## config.mk

```make
export PLATFORM = sky130hd
export DESIGN_NAME = adcms_core
export DESIGN_NICKNAME = d
export VERILOG_FILES = /design/src/adcms_pkg.sv /design/src/adcms_core.sv /design/src/adcms_sync.sv
export VERILOG_INCLUDE_DIRS = /design/src
export SDC_FILE = /design/constraint.sdc
export NUM_CORES = 1
export LEC_CHECK = 0
export BUFFER_PORTS_ARGS = -buffer_cell sky130_fd_sc_hd__buf_2
export CORE_MARGIN = 3
export CORE_UTILIZATION = 50
export CTS_BUF_LIST = sky130_fd_sc_hd__clkbuf_8
export CTS_CLUSTER_DIAMETER = 50
export DETAILED_ROUTE_END_ITERATION = 8
export PLACE_DENSITY = 0.71
export SLEW_MARGIN = 0
export SYNTH_ARGS = -nofsm -noshare
export SYNTH_HDL_FRONTEND = slang
export SYNTH_SLANG_ARGS = --single-unit
```

## constraint.sdc

```tcl
create_clock -name clk_i -period 2.64 [get_ports clk_i]
set_input_delay 0.396 -clock clk_i [delete_from_list [all_inputs] [get_ports clk_i]]
set_output_delay 0.396 -clock clk_i [all_outputs]
set_load 0.01 [all_outputs]
```

## src/adcms_regs.svh

```systemverilog
// Register offsets, field positions, reset values and timing counts for the ADC mode block.
// Assumes a 40 MHz system clock; included by the package user files by bare name.
`ifndef ADCMS_REGS_SVH
`define ADCMS_REGS_SVH

`define ADCMS_CLK_PERIOD_PS 25000
// Register byte offsets
`define ADCMS_OFF_CONFIG 8'h00
`define ADCMS_OFF_STATUS 8'h04
`define ADCMS_OFF_RESULT0 8'h08
`define ADCMS_OFF_RESULT1 8'h0C
`define ADCMS_OFF_RESULT2 8'h10
`define ADCMS_OFF_SERIN 8'h14
`define ADCMS_OFF_PARIN 8'h18
// Config register fields
`define ADCMS_REF_ON_BIT 25
`define ADCMS_CONFIG_RESET 32'h0000_0000
// Timing figures in ns and derived cycle counts
`define ADCMS_BUSY_MAX_NS 20
`define ADCMS_BUSY_CYC ((`ADCMS_BUSY_MAX_NS * 1000) / `ADCMS_CLK_PERIOD_PS)
`define ADCMS_CONV_NS 1260
`define ADCMS_CONV_CYC (((`ADCMS_CONV_NS * 1000) + `ADCMS_CLK_PERIOD_PS - 1) / `ADCMS_CLK_PERIOD_PS)
`define ADCMS_RESP_OKAY 2'h0
`define ADCMS_RESP_SLVERR 2'h2

`endif

```

## src/adcms_pkg.sv

```systemverilog
// Types shared by the ADC mode and serial readout block.
// Assumes nothing beyond the constant header.
package adcms_pkg;
	typedef enum logic [2:0] {
		ADCMS_IDLE = 3'b001,
		ADCMS_CONV = 3'b010,
		ADCMS_READ = 3'b100
	} adcms_state_e;
	typedef logic [15:0] adcms_word_t;
endpackage

```

## src/adcms_core.sv

```systemverilog
// Top of the ADC digital interface: mode pins, conversion busy, serial readout, AXI4-Lite.
// Assumes pins are asynchronous; analog results arrive on result_*_i from the converter.
//
// Chosen here: the AXI4-Lite register port and the placing of the registers.
`timescale 1ns/1ps
`include "adcms_regs.svh"
module adcms_core import adcms_pkg::*; #(
	parameter int RES_BITS = 16,
	parameter int CONV_CYC = `ADCMS_CONV_CYC
) (
	input wire logic clk_i,
	input wire logic reset_n_i,
	input wire logic interface_select_i,
	input wire logic config_source_select_i,
	input wire logic write_ref_pin_i,
	input wire logic chip_select_n_i,
	input wire logic [15:0] parallel_data_i,
	output logic parallel_data_msb_o,
	input wire logic [2:0] conversion_start_pair_i,
	output logic busy_o,
	output logic ref_enable_o,
	input wire logic frame_sync_i,
	input wire logic serial_clock_i,
	input wire logic serial_in_i,
	output logic [2:0] serial_out_pair_o,
	output logic [2:0] serial_out_pair_oe_n_o,
	input wire logic [15:0] result_a_i,
	input wire logic [15:0] result_b_i,
	input wire logic [15:0] result_c_i,
	input wire logic [7:0] s_axi_awaddr,
	input wire logic s_axi_awvalid,
	output logic s_axi_awready,
	input wire logic [31:0] s_axi_wdata,
	input wire logic [3:0] s_axi_wstrb,
	input wire logic s_axi_wvalid,
	output logic s_axi_wready,
	output logic [1:0] s_axi_bresp,
	output logic s_axi_bvalid,
	input wire logic s_axi_bready,
	input wire logic [7:0] s_axi_araddr,
	input wire logic s_axi_arvalid,
	output logic s_axi_arready,
	output logic [31:0] s_axi_rdata,
	output logic [1:0] s_axi_rresp,
	output logic s_axi_rvalid,
	input wire logic s_axi_rready
);
	localparam int NPIN = 11;
	logic [NPIN-1:0] pin_sync;
	adcms_sync #(.WIDTH(NPIN)) u_sync (
		.clk_i(clk_i),
		.reset_n_i(reset_n_i),
		.async_i({interface_select_i, config_source_select_i, write_ref_pin_i,
			chip_select_n_i, conversion_start_pair_i, ~frame_sync_i, serial_clock_i,
			serial_in_i, 1'b0}),
		.sync_o(pin_sync)
	);
	wire if_sel_s = pin_sync[10];
	wire cfg_src_s = pin_sync[9];
	wire wr_ref_s = pin_sync[8];
	wire cs_n_s = pin_sync[7];
	wire [2:0] start_s = pin_sync[6:4];
	// Frame sync travels inverted so the cleared synchroniser reads as idle high after reset
	wire fs_s = ~pin_sync[3];
	wire sclk_s = pin_sync[2];
	wire sdi_s = pin_sync[1];

	logic [2:0] start_q_r;
	logic fs_q_r;
	logic sclk_q_r;
	logic wr_q_r;
	always_ff @(posedge clk_i or negedge reset_n_i) begin
		if (!reset_n_i) begin
			start_q_r <= 3'h0;
			fs_q_r <= 1'b1;
			sclk_q_r <= 1'b0;
			wr_q_r <= 1'b0;
		end else begin
			start_q_r <= start_s;
			fs_q_r <= fs_s;
			sclk_q_r <= sclk_s;
			wr_q_r <= wr_ref_s;
		end
	end
	wire [2:0] start_rise = start_s & ~start_q_r;
	wire fs_fall = fs_q_r & ~fs_s;
	wire fs_rise = ~fs_q_r & fs_s;
	wire sclk_rise = sclk_s & ~sclk_q_r;
	wire sclk_fall = ~sclk_s & sclk_q_r;

	// Mode latches: only refreshed while idle so a pin glitch cannot tear a transfer
	adcms_state_e state_r, state_nxt;
	logic serial_mode_r;
	logic sw_mode_r;
	wire idle = (state_r == ADCMS_IDLE) && fs_s;
	always_ff @(posedge clk_i or negedge reset_n_i) begin
		if (!reset_n_i) begin
			serial_mode_r <= 1'b0;
			sw_mode_r <= 1'b0;
		end else if (idle) begin
			serial_mode_r <= if_sel_s;
			sw_mode_r <= cfg_src_s;
		end
	end

	// Config register
	logic [31:0] config_r;
	wire ref_nxt = sw_mode_r ? config_r[`ADCMS_REF_ON_BIT] : wr_ref_s;

	// Conversion sequencer; busy rises on the cycle after the synchronised edge
	logic [15:0] conv_cnt_r;
	logic [15:0] res_a_r, res_b_r, res_c_r;
	always_comb begin
		state_nxt = state_r;
		case (state_r)
			ADCMS_IDLE: begin
				if (|start_rise)
					state_nxt = ADCMS_CONV;
				else if (fs_fall && serial_mode_r)
					state_nxt = ADCMS_READ;
			end
			ADCMS_CONV: begin
				if (conv_cnt_r == 16'(CONV_CYC - 1))
					state_nxt = ADCMS_IDLE;
			end
			ADCMS_READ: begin
				if (fs_rise)
					state_nxt = ADCMS_IDLE;
			end
			default: state_nxt = ADCMS_IDLE;
		endcase
	end
	always_ff @(posedge clk_i or negedge reset_n_i) begin
		if (!reset_n_i) begin
			state_r <= ADCMS_IDLE;
			conv_cnt_r <= 16'h0000;
			busy_o <= 1'b0;
			ref_enable_o <= 1'b0;
		end else begin
			state_r <= state_nxt;
			conv_cnt_r <= (state_nxt == ADCMS_CONV && state_r == ADCMS_CONV) ?
				conv_cnt_r + 16'h0001 : 16'h0000;
			busy_o <= (state_nxt == ADCMS_CONV);
			ref_enable_o <= ref_nxt;
		end
	end
	always_ff @(posedge clk_i or negedge reset_n_i) begin
		if (!reset_n_i) begin
			res_a_r <= 16'h0000;
			res_b_r <= 16'h0000;
			res_c_r <= 16'h0000;
		end else if (state_r == ADCMS_CONV && state_nxt == ADCMS_IDLE) begin
			res_a_r <= result_a_i;
			res_b_r <= result_b_i;
			res_c_r <= result_c_i;
		end
	end

	// Serial readout: one shift register per pair output
	logic [15:0] shift_r [3];
	logic [15:0] serin_r;
	wire [15:0] res_all [3];
	assign res_all[0] = res_a_r;
	assign res_all[1] = res_b_r;
	assign res_all[2] = res_c_r;
	genvar g;
	generate
		for (g = 0; g < 3; g++) begin : g_lane
			always_ff @(posedge clk_i or negedge reset_n_i) begin
				if (!reset_n_i) begin
					shift_r[g] <= 16'h0000;
					serial_out_pair_o[g] <= 1'b0;
					serial_out_pair_oe_n_o[g] <= 1'b1;
				end else begin
					if (fs_fall && serial_mode_r) begin
						shift_r[g] <= {res_all[g][14:0], 1'b0};
						serial_out_pair_o[g] <= res_all[g][15];
						serial_out_pair_oe_n_o[g] <= 1'b0;
					end else if (fs_rise || !serial_mode_r) begin
						serial_out_pair_oe_n_o[g] <= 1'b1;
					end else if (sclk_rise && state_r == ADCMS_READ) begin
						serial_out_pair_o[g] <= shift_r[g][15];
						shift_r[g] <= {shift_r[g][14:0], 1'b0};
					end
				end
			end
		end
	endgenerate
	always_ff @(posedge clk_i or negedge reset_n_i) begin
		if (!reset_n_i)
			serin_r <= 16'h0000;
		else if (sclk_fall && state_r == ADCMS_READ)
			serin_r <= {serin_r[14:0], sdi_s};
	end

	// Parallel write capture; data takes the same two stages as the strobe
	logic [15:0] parin_r;
	logic [15:0] pd_s;
	adcms_sync #(.WIDTH(16)) u_sync_pd (
		.clk_i(clk_i),
		.reset_n_i(reset_n_i),
		.async_i(parallel_data_i),
		.sync_o(pd_s)
	);
	wire par_wr_fire = sw_mode_r && !serial_mode_r && !cs_n_s && !wr_ref_s && wr_q_r;
	always_ff @(posedge clk_i or negedge reset_n_i) begin
		if (!reset_n_i)
			parin_r <= 16'h0000;
		else if (par_wr_fire)
			parin_r <= pd_s;
	end
	// Narrow parts and serial mode keep the top bit at zero
	always_ff @(posedge clk_i or negedge reset_n_i) begin
		if (!reset_n_i)
			parallel_data_msb_o <= 1'b0;
		else
			parallel_data_msb_o <= (RES_BITS == 16) && !serial_mode_r && res_a_r[15];
	end

	// AXI4-Lite slave: takes address and data in any order, answers the cycle after both
	logic aw_have_r, w_have_r;
	logic [7:0] awaddr_r, araddr_r;
	logic [31:0] wdata_r;
	logic [3:0] wstrb_r;
	wire do_write = aw_have_r && w_have_r && !s_axi_bvalid;
	wire wr_cfg = (awaddr_r == `ADCMS_OFF_CONFIG);
	wire [31:0] cfg_masked;
	generate
		for (g = 0; g < 4; g++) begin : g_strb
			assign cfg_masked[g*8 +: 8] = wstrb_r[g] ? wdata_r[g*8 +: 8] : config_r[g*8 +: 8];
		end
	endgenerate
	wire [31:0] status_word = {25'h0, ref_enable_o, sw_mode_r, serial_mode_r, busy_o, state_r[2],
		state_r[1], state_r[0]};
	wire rd_hit = (araddr_r <= `ADCMS_OFF_PARIN) && (araddr_r[1:0] == 2'h0);
	logic [31:0] rd_word;
	always_comb begin
		case (araddr_r)
			`ADCMS_OFF_CONFIG: rd_word = config_r;
			`ADCMS_OFF_STATUS: rd_word = status_word;
			`ADCMS_OFF_RESULT0: rd_word = {16'h0, res_a_r};
			`ADCMS_OFF_RESULT1: rd_word = {16'h0, res_b_r};
			`ADCMS_OFF_RESULT2: rd_word = {16'h0, res_c_r};
			`ADCMS_OFF_SERIN: rd_word = {16'h0, serin_r};
			`ADCMS_OFF_PARIN: rd_word = {16'h0, parin_r};
			default: rd_word = 32'h0000_0000;
		endcase
	end
	always_ff @(posedge clk_i or negedge reset_n_i) begin
		if (!reset_n_i) begin
			aw_have_r <= 1'b0;
			w_have_r <= 1'b0;
			awaddr_r <= 8'h00;
			wdata_r <= 32'h0000_0000;
			wstrb_r <= 4'h0;
			s_axi_awready <= 1'b1;
			s_axi_wready <= 1'b1;
			s_axi_bvalid <= 1'b0;
			s_axi_bresp <= `ADCMS_RESP_OKAY;
			config_r <= `ADCMS_CONFIG_RESET;
		end else begin
			if (s_axi_awvalid && s_axi_awready) begin
				aw_have_r <= 1'b1;
				awaddr_r <= s_axi_awaddr;
				s_axi_awready <= 1'b0;
			end
			if (s_axi_wvalid && s_axi_wready) begin
				w_have_r <= 1'b1;
				wdata_r <= s_axi_wdata;
				wstrb_r <= s_axi_wstrb;
				s_axi_wready <= 1'b0;
			end
			if (do_write) begin
				aw_have_r <= 1'b0;
				w_have_r <= 1'b0;
				s_axi_bvalid <= 1'b1;
				s_axi_bresp <= wr_cfg ? `ADCMS_RESP_OKAY : `ADCMS_RESP_SLVERR;
				if (wr_cfg)
					config_r <= cfg_masked;
			end
			if (s_axi_bvalid && s_axi_bready) begin
				s_axi_bvalid <= 1'b0;
				s_axi_awready <= 1'b1;
				s_axi_wready <= 1'b1;
			end
		end
	end
	logic ar_have_r;
	always_ff @(posedge clk_i or negedge reset_n_i) begin
		if (!reset_n_i) begin
			ar_have_r <= 1'b0;
			araddr_r <= 8'h00;
			s_axi_arready <= 1'b1;
			s_axi_rvalid <= 1'b0;
			s_axi_rdata <= 32'h0000_0000;
			s_axi_rresp <= `ADCMS_RESP_OKAY;
		end else begin
			if (s_axi_arvalid && s_axi_arready) begin
				ar_have_r <= 1'b1;
				araddr_r <= s_axi_araddr;
				s_axi_arready <= 1'b0;
			end
			if (ar_have_r && !s_axi_rvalid) begin
				ar_have_r <= 1'b0;
				s_axi_rvalid <= 1'b1;
				s_axi_rdata <= rd_word;
				s_axi_rresp <= rd_hit ? `ADCMS_RESP_OKAY : `ADCMS_RESP_SLVERR;
			end
			if (s_axi_rvalid && s_axi_rready) begin
				s_axi_rvalid <= 1'b0;
				s_axi_arready <= 1'b1;
			end
		end
	end
endmodule // adcms_core

```

## src/adcms_sync.sv

```systemverilog
// Two-flop synchroniser for a vector of asynchronous pins.
// Assumes one system clock; first stage read only by the second.
`timescale 1ns/1ps
module adcms_sync #(
	parameter int WIDTH = 1
) (
	input wire logic clk_i,
	input wire logic reset_n_i,
	input wire logic [WIDTH-1:0] async_i,
	output logic [WIDTH-1:0] sync_o
);
	logic [WIDTH-1:0] meta_r;
	always_ff @(posedge clk_i or negedge reset_n_i) begin
		if (!reset_n_i) begin
			meta_r <= '0;
			sync_o <= '0;
		end else begin
			meta_r <= async_i;
			sync_o <= meta_r;
		end
	end
endmodule // adcms_sync
```

**Word level (Yosys, flattened, before mapping)**

Cells that the tools add are included.

- Bits in registers: 342
- Logic and storage cells: 163

- $add $sub $neg: 1
- Reductions and logical operators: 45
- Magnitude comparators: 1
- Equality and inequality tests: 13
- Bitwise operators: 11
- Mux-type cells: 46

Operator list:

| kind | count |
|---|---|
| one-hot mux 32 bit (7 select lines) | 1 |
| two-way mux 16 bit | 10 |
| two-way mux 1 bit | 28 |
| equality test 8 x 5 -> 1 bit, second input constant | 3 |
| logical AND 1 bit | 20 |
| nonzero test 2 bit | 10 |
| adder 16 x 1 -> 16 bit, second input constant | 1 |
| equality test 16 x 6 -> 1 bit, second input constant | 1 |
| equality test 8 x 4 -> 1 bit, second input constant | 2 |
| logical NOT 8 bit | 2 |
| two-way mux 3 bit | 4 |
| AND reduction 3 bit | 4 |
| one-hot mux 3 bit (3 select lines) | 1 |
| equality test 8 x 3 -> 1 bit, second input constant | 1 |
| <= comparator 8 x 5 -> 1 bit, second input constant | 1 |
| equality test 3 x 1 -> 1 bit, second input constant | 2 |
| equality test 3 x 2 -> 1 bit, second input constant | 2 |
| logical NOT 1 bit | 5 |
| inverter 1 bit | 5 |
| AND 1 bit | 4 |
| two-way mux 2 bit | 2 |
| AND 3 bit | 1 |
| equality test 3 bit, second input constant | 1 |
| inverter 3 bit | 1 |
| 5 further kinds | 5 |

**Depth between registers and ports, before layout**

Gate-level depths: netlist of run 1.

- Depth after elaboration: 8
- Mapped depth: 8

**Cells and area by module**

Synthesis of run 1 repeated with hierarchy kept, for this count alone.

- Cells, all modules: 1079
- Area, all modules: 14104.8 µm²

Modules (own cells, without submodules):

| module | times used | cells each | area each (µm²) | seq. area each (µm²) |
|---|---|---|---|---|
| adcms_core | 1 | 1025 | 12753.5 | 7139.3 |
| adcms_sync (u_sync_pd) | 1 | 32 | 800.8 | 800.8 |
| adcms_sync (u_sync) | 1 | 22 | 550.5 | 550.5 |

**Worst setup path before layout of run 1**

OpenSTA, ideal clock, no wires.

- Path type: register to register
- Start: register conv_cnt_r[0]
- End: register res_a_r[0]
- Stages on the path, launching flop included: 9
- Library setup time: 125 ps
- Arrival time: 1857 ps
- Period minus slack after synthesis: 1982 ps
- Setup slack: 658 ps
- Path through: dfrtp_1 > inv_1 > ha_1 > nor4b_1 > nand4_1 > nor2_1 > buf_2 > buf_2 > mux2_2

- Longest elaborated chain between the ends: 5

RTL lines:

| what | line | RTL |
|---|---|---|
| start, declared | adcms_core.sv:111 | `logic [15:0] conv_cnt_r;` |
| start signal, assigned | adcms_core.sv:141 | `conv_cnt_r <= (state_nxt == ADCMS_CONV && state_r == ADCMS_CONV) ?` |
| equality test 16 x 6 -> 1 bit | adcms_core.sv:123 | `if (conv_cnt_r == 16'(CONV_CYC - 1))` |
| two-way mux 3 bit | adcms_core.sv:123 |  |
| one-hot mux 3 bit (3 select lines) | adcms_core.sv:115 | `case (state_r)` |
| equality test 3 x 1 -> 1 bit | adcms_core.sv:152 | `end else if (state_r == ADCMS_CONV && state_nxt == ADCMS_IDLE) begin` |
| logical AND 1 bit | adcms_core.sv:152 |  |
| end signal, assigned | adcms_core.sv:153 | `res_a_r <= result_a_i;` |
| end, declared | adcms_core.sv:112 | `logic [15:0] res_a_r, res_b_r, res_c_r;` |

Every way passes these cells.
A chain may end at the register's enable or synchronous reset.

**Final worst setup path of run 1**

- Start: register awaddr_r[5]
- End: register config_r[25]

- Longest elaborated chain between the ends: 2

RTL lines:

| what | line | RTL |
|---|---|---|
| start, declared | adcms_core.sv:222 | `logic [7:0] awaddr_r, araddr_r;` |
| start signal, assigned | adcms_core.sv:264 | `awaddr_r <= s_axi_awaddr;` |
| logical NOT 8 bit (no source line) | n/a |  |
| AND reduction 3 bit (no source line) | n/a |  |
| end signal, assigned | adcms_core.sv:260 | `` config_r <= `ADCMS_CONFIG_RESET; `` |
| end signal, assigned | adcms_core.sv:279 | `config_r <= cfg_masked;` |
| end, declared | adcms_core.sv:107 | `logic [31:0] config_r;` |

Every way passes these cells.

==> impl_results.md, run 1 <==
- Status: complete, no violations
- Req. time, crit path: 3100 ps
- First-pass GRT wire length: 50610 microns
- Vias in the first global route: 9158
- Total Routing Usage GR: 22.17%
- Worst R2R Start: awaddr_r[5]$_DFFE_PN0P_
- Fin util: 61.75%
- Mux share of post-synthesis cell area: 16.62%
- Hold depth: 2
- Root buf cell: clkbuf_8
- Fmax: 0.4713 GHz
- Ys async rst share: 100.0%
- CP arrival: 2580 ps
- Area Growth Syn to Fin: 19.52%
- Hold path start: s_axi_wdata[16]
- Top-count cell post-synth: dfrtp_1
- # H-tree levels: 2
- DIE WIDTH: 171.5 microns
- Kind of critical path: reg2reg
- Main synth FF type: dfrtp_1
- Post-CTS sizing: 0
- Crit-path max FO: 8
- CORE AREA: 26500 sq um
- Routed via count: 9244
- Mapped cell area: 13690 sq um
- Slew @ Worst Pin: 727.8 ps
- I/O pin count: 183
- Leak pwr: 0.007952 uW
- Final hold vios: 0
- Worst hold slack: 38.21 ps
- Max-slew headroom: 51.48%
- Yosys top cell area share: 60.50%
- HPWL after DPL: 22840 microns
- Number of synthesized flops with an enable pin: 0
- Syn avg cell area: 13.75 sq um
- Setup crit end kind: flip-flop
- I/O Buffers: 180
- Register-to-register setup slack: 520 ps
- Largest cells by area after synthesis: dfrtp_1 (60%), mux2_2 (13%), a221o_1 (2.4%)
- Final slew viol count: 0
- Clock buffer count from CTS: 52
- Sink Count: 337
- Initial Util: 51.66%
- 1st-pass router iterations: 6
- Sequential cell area fraction in the yosys report: 61.65%
- Later-pin clock latency in the skew report: 590 ps
- Yosys reg bits: 337
- Multi-input logic area: 4883 sq um
- WL per Instance: 20.70 microns
- Initial antenna violation count: 1
- Final setup vio count: 0
- Sum Neg Setup Slack: 0 ps
- Die Span Y: 171.5 microns
- Top cells by count, synth: dfrtp_1 (331), mux2_2 (164), nand2_1 (58)
- Drc violations: 0
- Final period util: 80.37%
- Total gr overflow: 0
- Fill cell count: 2065
- DRT iter0 DRCs: 819
- Yosys cell types: 57
- Post-synthesis cell count: 996
- Layout cells sized above 1: 38.70%
- Die ar.: 29410 sq um
- CTS Buffer Depth: 3
- Clk pin slew, worst setup/hold paths: 60 ps
- Top cell type by total area after synthesis: dfrtp_1
- Vias/cell: 5.785
- Clock skew: 39.94 ps
- VDD IR max: 0.0005181 V
- Max Cap Viol: 0
- Wirelength, routed: 33070 microns
- Tmin final: 2122 ps
- Compound-gate portion of the synthesized area: 9.805%
- Synth Area in Adders: 0.2559%
- Largest net degree at the start of global routing: 83
- RSZ-0062 raised after global routing: no
- XOR/XNOR Fraction of Synth Area: 0.8316%
- Final ANT Viol Nets: 0
- CTS tree: yes
- Worst Setup Start Kind: flip-flop
- Worst reg-to-reg path cell count: 4
- Simple-Gate Fraction of Synth Area: 7.969%
- Placer Congestion: 0.8958
- Worst hold endpoint: wdata_r[16]$_DFFE_PN0P_
- Worst hold path class: in2reg
- Crit path launch: awaddr_r[5]$_DFFE_PN0P_
- FP Rows: 59
- Main combinational cell family by area after synthesis: multiplexers
- Final #Nets: 1353
- Yosys warns: 0
- Pwr Density: 813.3 nW/um^2
- Seq. cell area: 8441 sq um
- Reg-to-reg critical path endpoint: config_r[25]$_DFFE_PN0P_
==> worst max path at each step <==
stage	to	slack (ps)	cells past startpoint
2_1_floorplan	res_a_r[0]$_DFFE_PN0P_	660	8
3_3_place_gp	config_r[26]$_DFFE_PN0P_	540	4
3_5_place_dp	config_r[26]$_DFFE_PN0P_	510	4
4_1_cts	config_r[26]$_DFFE_PN0P_	500	4
5_1_grt	state_r[0]$_DFF_PN1_	380	6
6_report	config_r[25]$_DFFE_PN0P_	520	4
==> power breakdown <==
group / switching (uW) / total [uW] / leakage (uW) / internal, uW
Sequential: 717 / 6670 / 0.00439 / 5960
Clock: 2020 / 4330 / 0.000621 / 2310
Combinational: 1170 / 2310 / 0.00294 / 1140
==> worst max-delay path, cell delays in order, from the launching register on <==
cell and delay (ps):
dfrtp_1 370, or4_1 580, nor3_4 510, nand2_4 200
mux2_1 350
==> cells in the final DEF, fill, tap and decap left out, types with 4 or more instances in the layout <==
cell type | synthesis | routed
dfstp_2 | 6 | 6
a32oi_1 | 4 | 4
nand3_1 | 11 | 11
nor3_1 | 5 | 5
a22oi_1 | 7 | 7
and2_1 | 5 | 5
mux2_2 | 164 | 164
buf_4 | 4 | 21
and4_1 | 4 | 4
o221ai_1 | 8 | 8
nor2_1 | 23 | 21
and3_1 | 8 | 8
mux4_2 | 10 | 10
inv_1 | 24 | 40
buf_12 | 0 | 4
a21o_1 | 12 | 12
nand4b_1 | 34 | 34
clkbuf_8 | 0 | 64
dfrtp_1 | 331 | 331
xor2_1 | 12 | 12
nand4_1 | 6 | 6
nand2_4 | 4 | 4
mux2_4 | 10 | 10
dlygate4sd3_1 | 0 | 31
o21ai_0 | 12 | 12
a21oi_1 | 43 | 43
nor2b_1 | 9 | 8
a221o_1 | 33 | 33
nand2_1 | 58 | 58
a22o_1 | 34 | 34
buf_2 | 20 | 179
clkinv_2 | 0 | 12
a221oi_1 | 9 | 9
==> flip-flops by register name, indices dropped and copies added (netlist names), 4 cells and up <==
register,count
parin_r,16
shift_r,45
u_sync_pd.sync_o,16
res_c_r,16
awaddr_r,8
conv_cnt_r,16
res_b_r,16
s_axi_rdata,32
res_a_r,16
araddr_r,8
config_r,32
wdata_r,32
u_sync.sync_o,10
wstrb_r,4
serin_r,16
u_sync.meta_r,10
u_sync_pd.meta_r,16
==> final cells by class <==
class                   count  area share (%)
well taps                 335           2.561
diodes                      2         0.03058
flip-flops and latches    337           51.58
clock buffers              64           5.383
clock inverters            33           1.139
repair buffers            236           8.915
multi-input cells         567           29.84
inverters                  24          0.5505
==> metrics by stage <==
| step | std cells | area [sq um] | worst slack (ps) | total power, uW |
|---|---|---|---|---|
| 2_1_floorplan | 997 | 13700 | 658.1 | 8040 |
| 3_3_place_gp | 1468 | 14980 | 542.8 | 8907 |
| 3_5_place_dp | 1468 | 14980 | 514.1 | 9009 |
| 4_1_cts | 1596 | 16360 | 501.0 | 13400 |
| 5_1_grt | 1597 | 16360 | 381.4 | 13960 |
| 6_report | 1598 | 16360 | 518.2 | 13310 |
==> routing by layer <==
layer | up-vias | share of wire, % | global-route usage (%) | wire (microns)
met2 | 360 | 47 | 33.66 | 15380
met5 | - | 0 | 0 | 0
met1 | 4719 | 45 | 32.96 | 14820
met3 | 54 | 6.4 | 3.608 | 2115
met4 | 0 | 2.3 | 7.278 | 754
li1 | 4111 | - | - | -
==> kinds of logic after synthesis <==
| family | Yosys count |
|---|---|
| AO/OA/AOI/OAI | 175 |
| XOR/XNOR | 13 |
| adder cells (fa/ha/maj) | 3 |
| buffers and inverters | 93 |
| flip-flops | 337 |
| multiplexers | 189 |
| other | 1 |
| AND/OR/NAND/NOR | 185 |
==> timing repair <==
item,4_1_cts,5_1_grt
hold buffers,31,0
endpoints found under the setup margin,0,0
hold endpoints to repair,84,0
setup buffers,0,0
Power figures use the tool's default switching activity.
==> run 2: changes to the inputs <==
clock period = 2.06 ns   (was 2.64 ns; I/O delays follow)
==> impl_results.md, run 2 (synthesis results as in run 1) <==
- CTS Buffer Depth: 3
- DRT iter0 DRCs: 819
- Req. time, crit path: 2520 ps
- Worst Setup Start Kind: flip-flop
- Total design power: 17910 uW
- FP Rows: 59
- Initial Util: 51.66%
- Max-slew headroom: 51.16%
- WL per Instance: 20.54 microns
- Root buf cell: clkbuf_8
- Initial antenna violation count: 0
- First-pass GRT wire length: 55750 microns
- Worst reg-to-reg path cell count: 4
- Final ANT Viol Nets: 0
- Register-to-register setup slack: 40 ps
- Most frequent cells in the layout: dfrtp_1 (331), buf_2 (179), mux2_2 (162)
- Drc violations: 0
- Leak pwr: 0.008567 uW
- Tmin final: 2015 ps
- Vias/cell: 5.650
- Vias in the first global route: 10220
- CORE AREA: 26500 sq um
- Final hold vios: 0
- VDD IR max: 0.0008098 V
- Total Routing Usage GR: 24.38%
- Reg-to-reg critical path endpoint: s_axi_rdata[3]$_DFFE_PN0P_
- Wirelength, routed: 35350 microns
- Die Span Y: 171.5 microns
- Clock skew: 21.47 ps
- Fmax: 0.4963 GHz
- Largest net degree at the start of global routing: 90
- Fin util: 67.18%
- Routed via count: 9724
- Final #Nets: 1480
- HPWL after DPL: 23100 microns
- Final period util: 97.82%
- # H-tree levels: 2
- Layout cells sized above 1: 37.23%
- CP arrival: 2470 ps
- Sum Neg Setup Slack: 0 ps
- Commonest non-fill, non-tap cell in the layout: dfrtp_1
- Total gr overflow: 0
- Max Cap Viol: 0
- Ant diodes: 0
- Worst hold path class: in2async
- Top reg by flops: shift_r
- Die ar.: 29410 sq um
- I/O Buffers: 180
- I/O pin count: 183
- Status: complete, no violations
- Clock buffer count from CTS: 55
- Final slew viol count: 0
- Later-pin clock latency in the skew report: 580 ps
- Placer Congestion: 0.9064
- Kind of critical path: reg2reg
- 1st-pass router iterations: 5
- Clk pin slew, worst setup/hold paths: 60 ps
- DIE WIDTH: 171.5 microns
- Setup crit end kind: flip-flop
- Pwr Density: 1006 nW/um^2
- Final setup vio count: 0
- Crit-path max FO: 10
- Largest register FFs: 45
- Worst R2R Start: araddr_r[2]$_DFFE_PN0P_
- Slew @ Worst Pin: 731.9 ps
- Area Growth Syn to Fin: 30.03%
- CTS tree: yes
- Sink Count: 337
==> run 2: how the worst max path moves through the flow <==
stage	from	to	slack (ps)	depth (start not counted)
6_report	araddr_r[2]$_DFFE_PN0P_	s_axi_rdata[3]$_DFFE_PN0P_	40	4
5_1_grt	conv_cnt_r[0]$_DFF_PN0_	res_b_r[14]$_DFFE_PN0P_	-20	7
4_1_cts	conv_cnt_r[0]$_DFF_PN0_	res_c_r[5]$_DFFE_PN0P_	60	7
3_5_place_dp	conv_cnt_r[0]$_DFF_PN0_	res_b_r[14]$_DFFE_PN0P_	60	7
3_3_place_gp	conv_cnt_r[0]$_DFF_PN0_	res_c_r[5]$_DFFE_PN0P_	110	7
2_1_floorplan	conv_cnt_r[0]$_DFF_PN0_	res_a_r[0]$_DFFE_PN0P_	80	8
==> run 2: report_power, final <==
part	internal (uW)	switching [uW]	total, uW
clock	3440	2590	6030
combinational	1770	1630	3400
sequential	7640	844	8480
==> run 2: worst max-delay path, stage by stage, from the launching register on <==
cell      delay (ps)
dfrtp_1          600
mux2_2           400
a221oi_1         450
o221ai_1         220
a22o_1           240
==> run 2: stage by stage <==
| step | std cells | worst slack (ps) | instance area [sq um] | hold WS [ps] |
|---|---|---|---|---|
| floorplan | 997 | 78.09 | 13700 | 13.41 |
| global placement | 1487 | 108.3 | 15240 | 175.8 |
| detailed placement | 1487 | 61.73 | 15240 | 174.2 |
| CTS | 1720 | 55.33 | 17770 | 141.7 |
| global route | 1721 | -19.53 | 17800 | 166.5 |
| finish | 1721 | 44.94 | 17800 | 165.6 |
==> run 2: layout make-up <==
class | instances | area [sq um]
Tap cell | 335 | 419.2
Clock buffer | 74 | 1018
Multi-Input combinational cell | 567 | 4912
Fill cell | 1821 | 8698
Timing Repair Buffer | 360 | 2763
Inverter | 24 | 90.09
Sequential cell | 337 | 8441
Clock inverter | 24 | 160.2
==> run 2: what timing repair did <==
action                                 in CTS  in global routing
resized for setup                           0                  6
hold buffers                              135                  0
setup endpoints to repair                   0                 54
setup buffers                               0                  1
endpoints found under the hold margin     462                  0
==> run 2: metal layers <==
layer | share of wire [%] | GRT usage, % | wire, microns
met1 | 43 | 33.71 | 15110
met2 | 49 | 39.66 | 17270
met3 | 6.5 | 4.918 | 2303
met4 | 1.9 | 6.928 | 661
met5 | 0 | 0 | 0
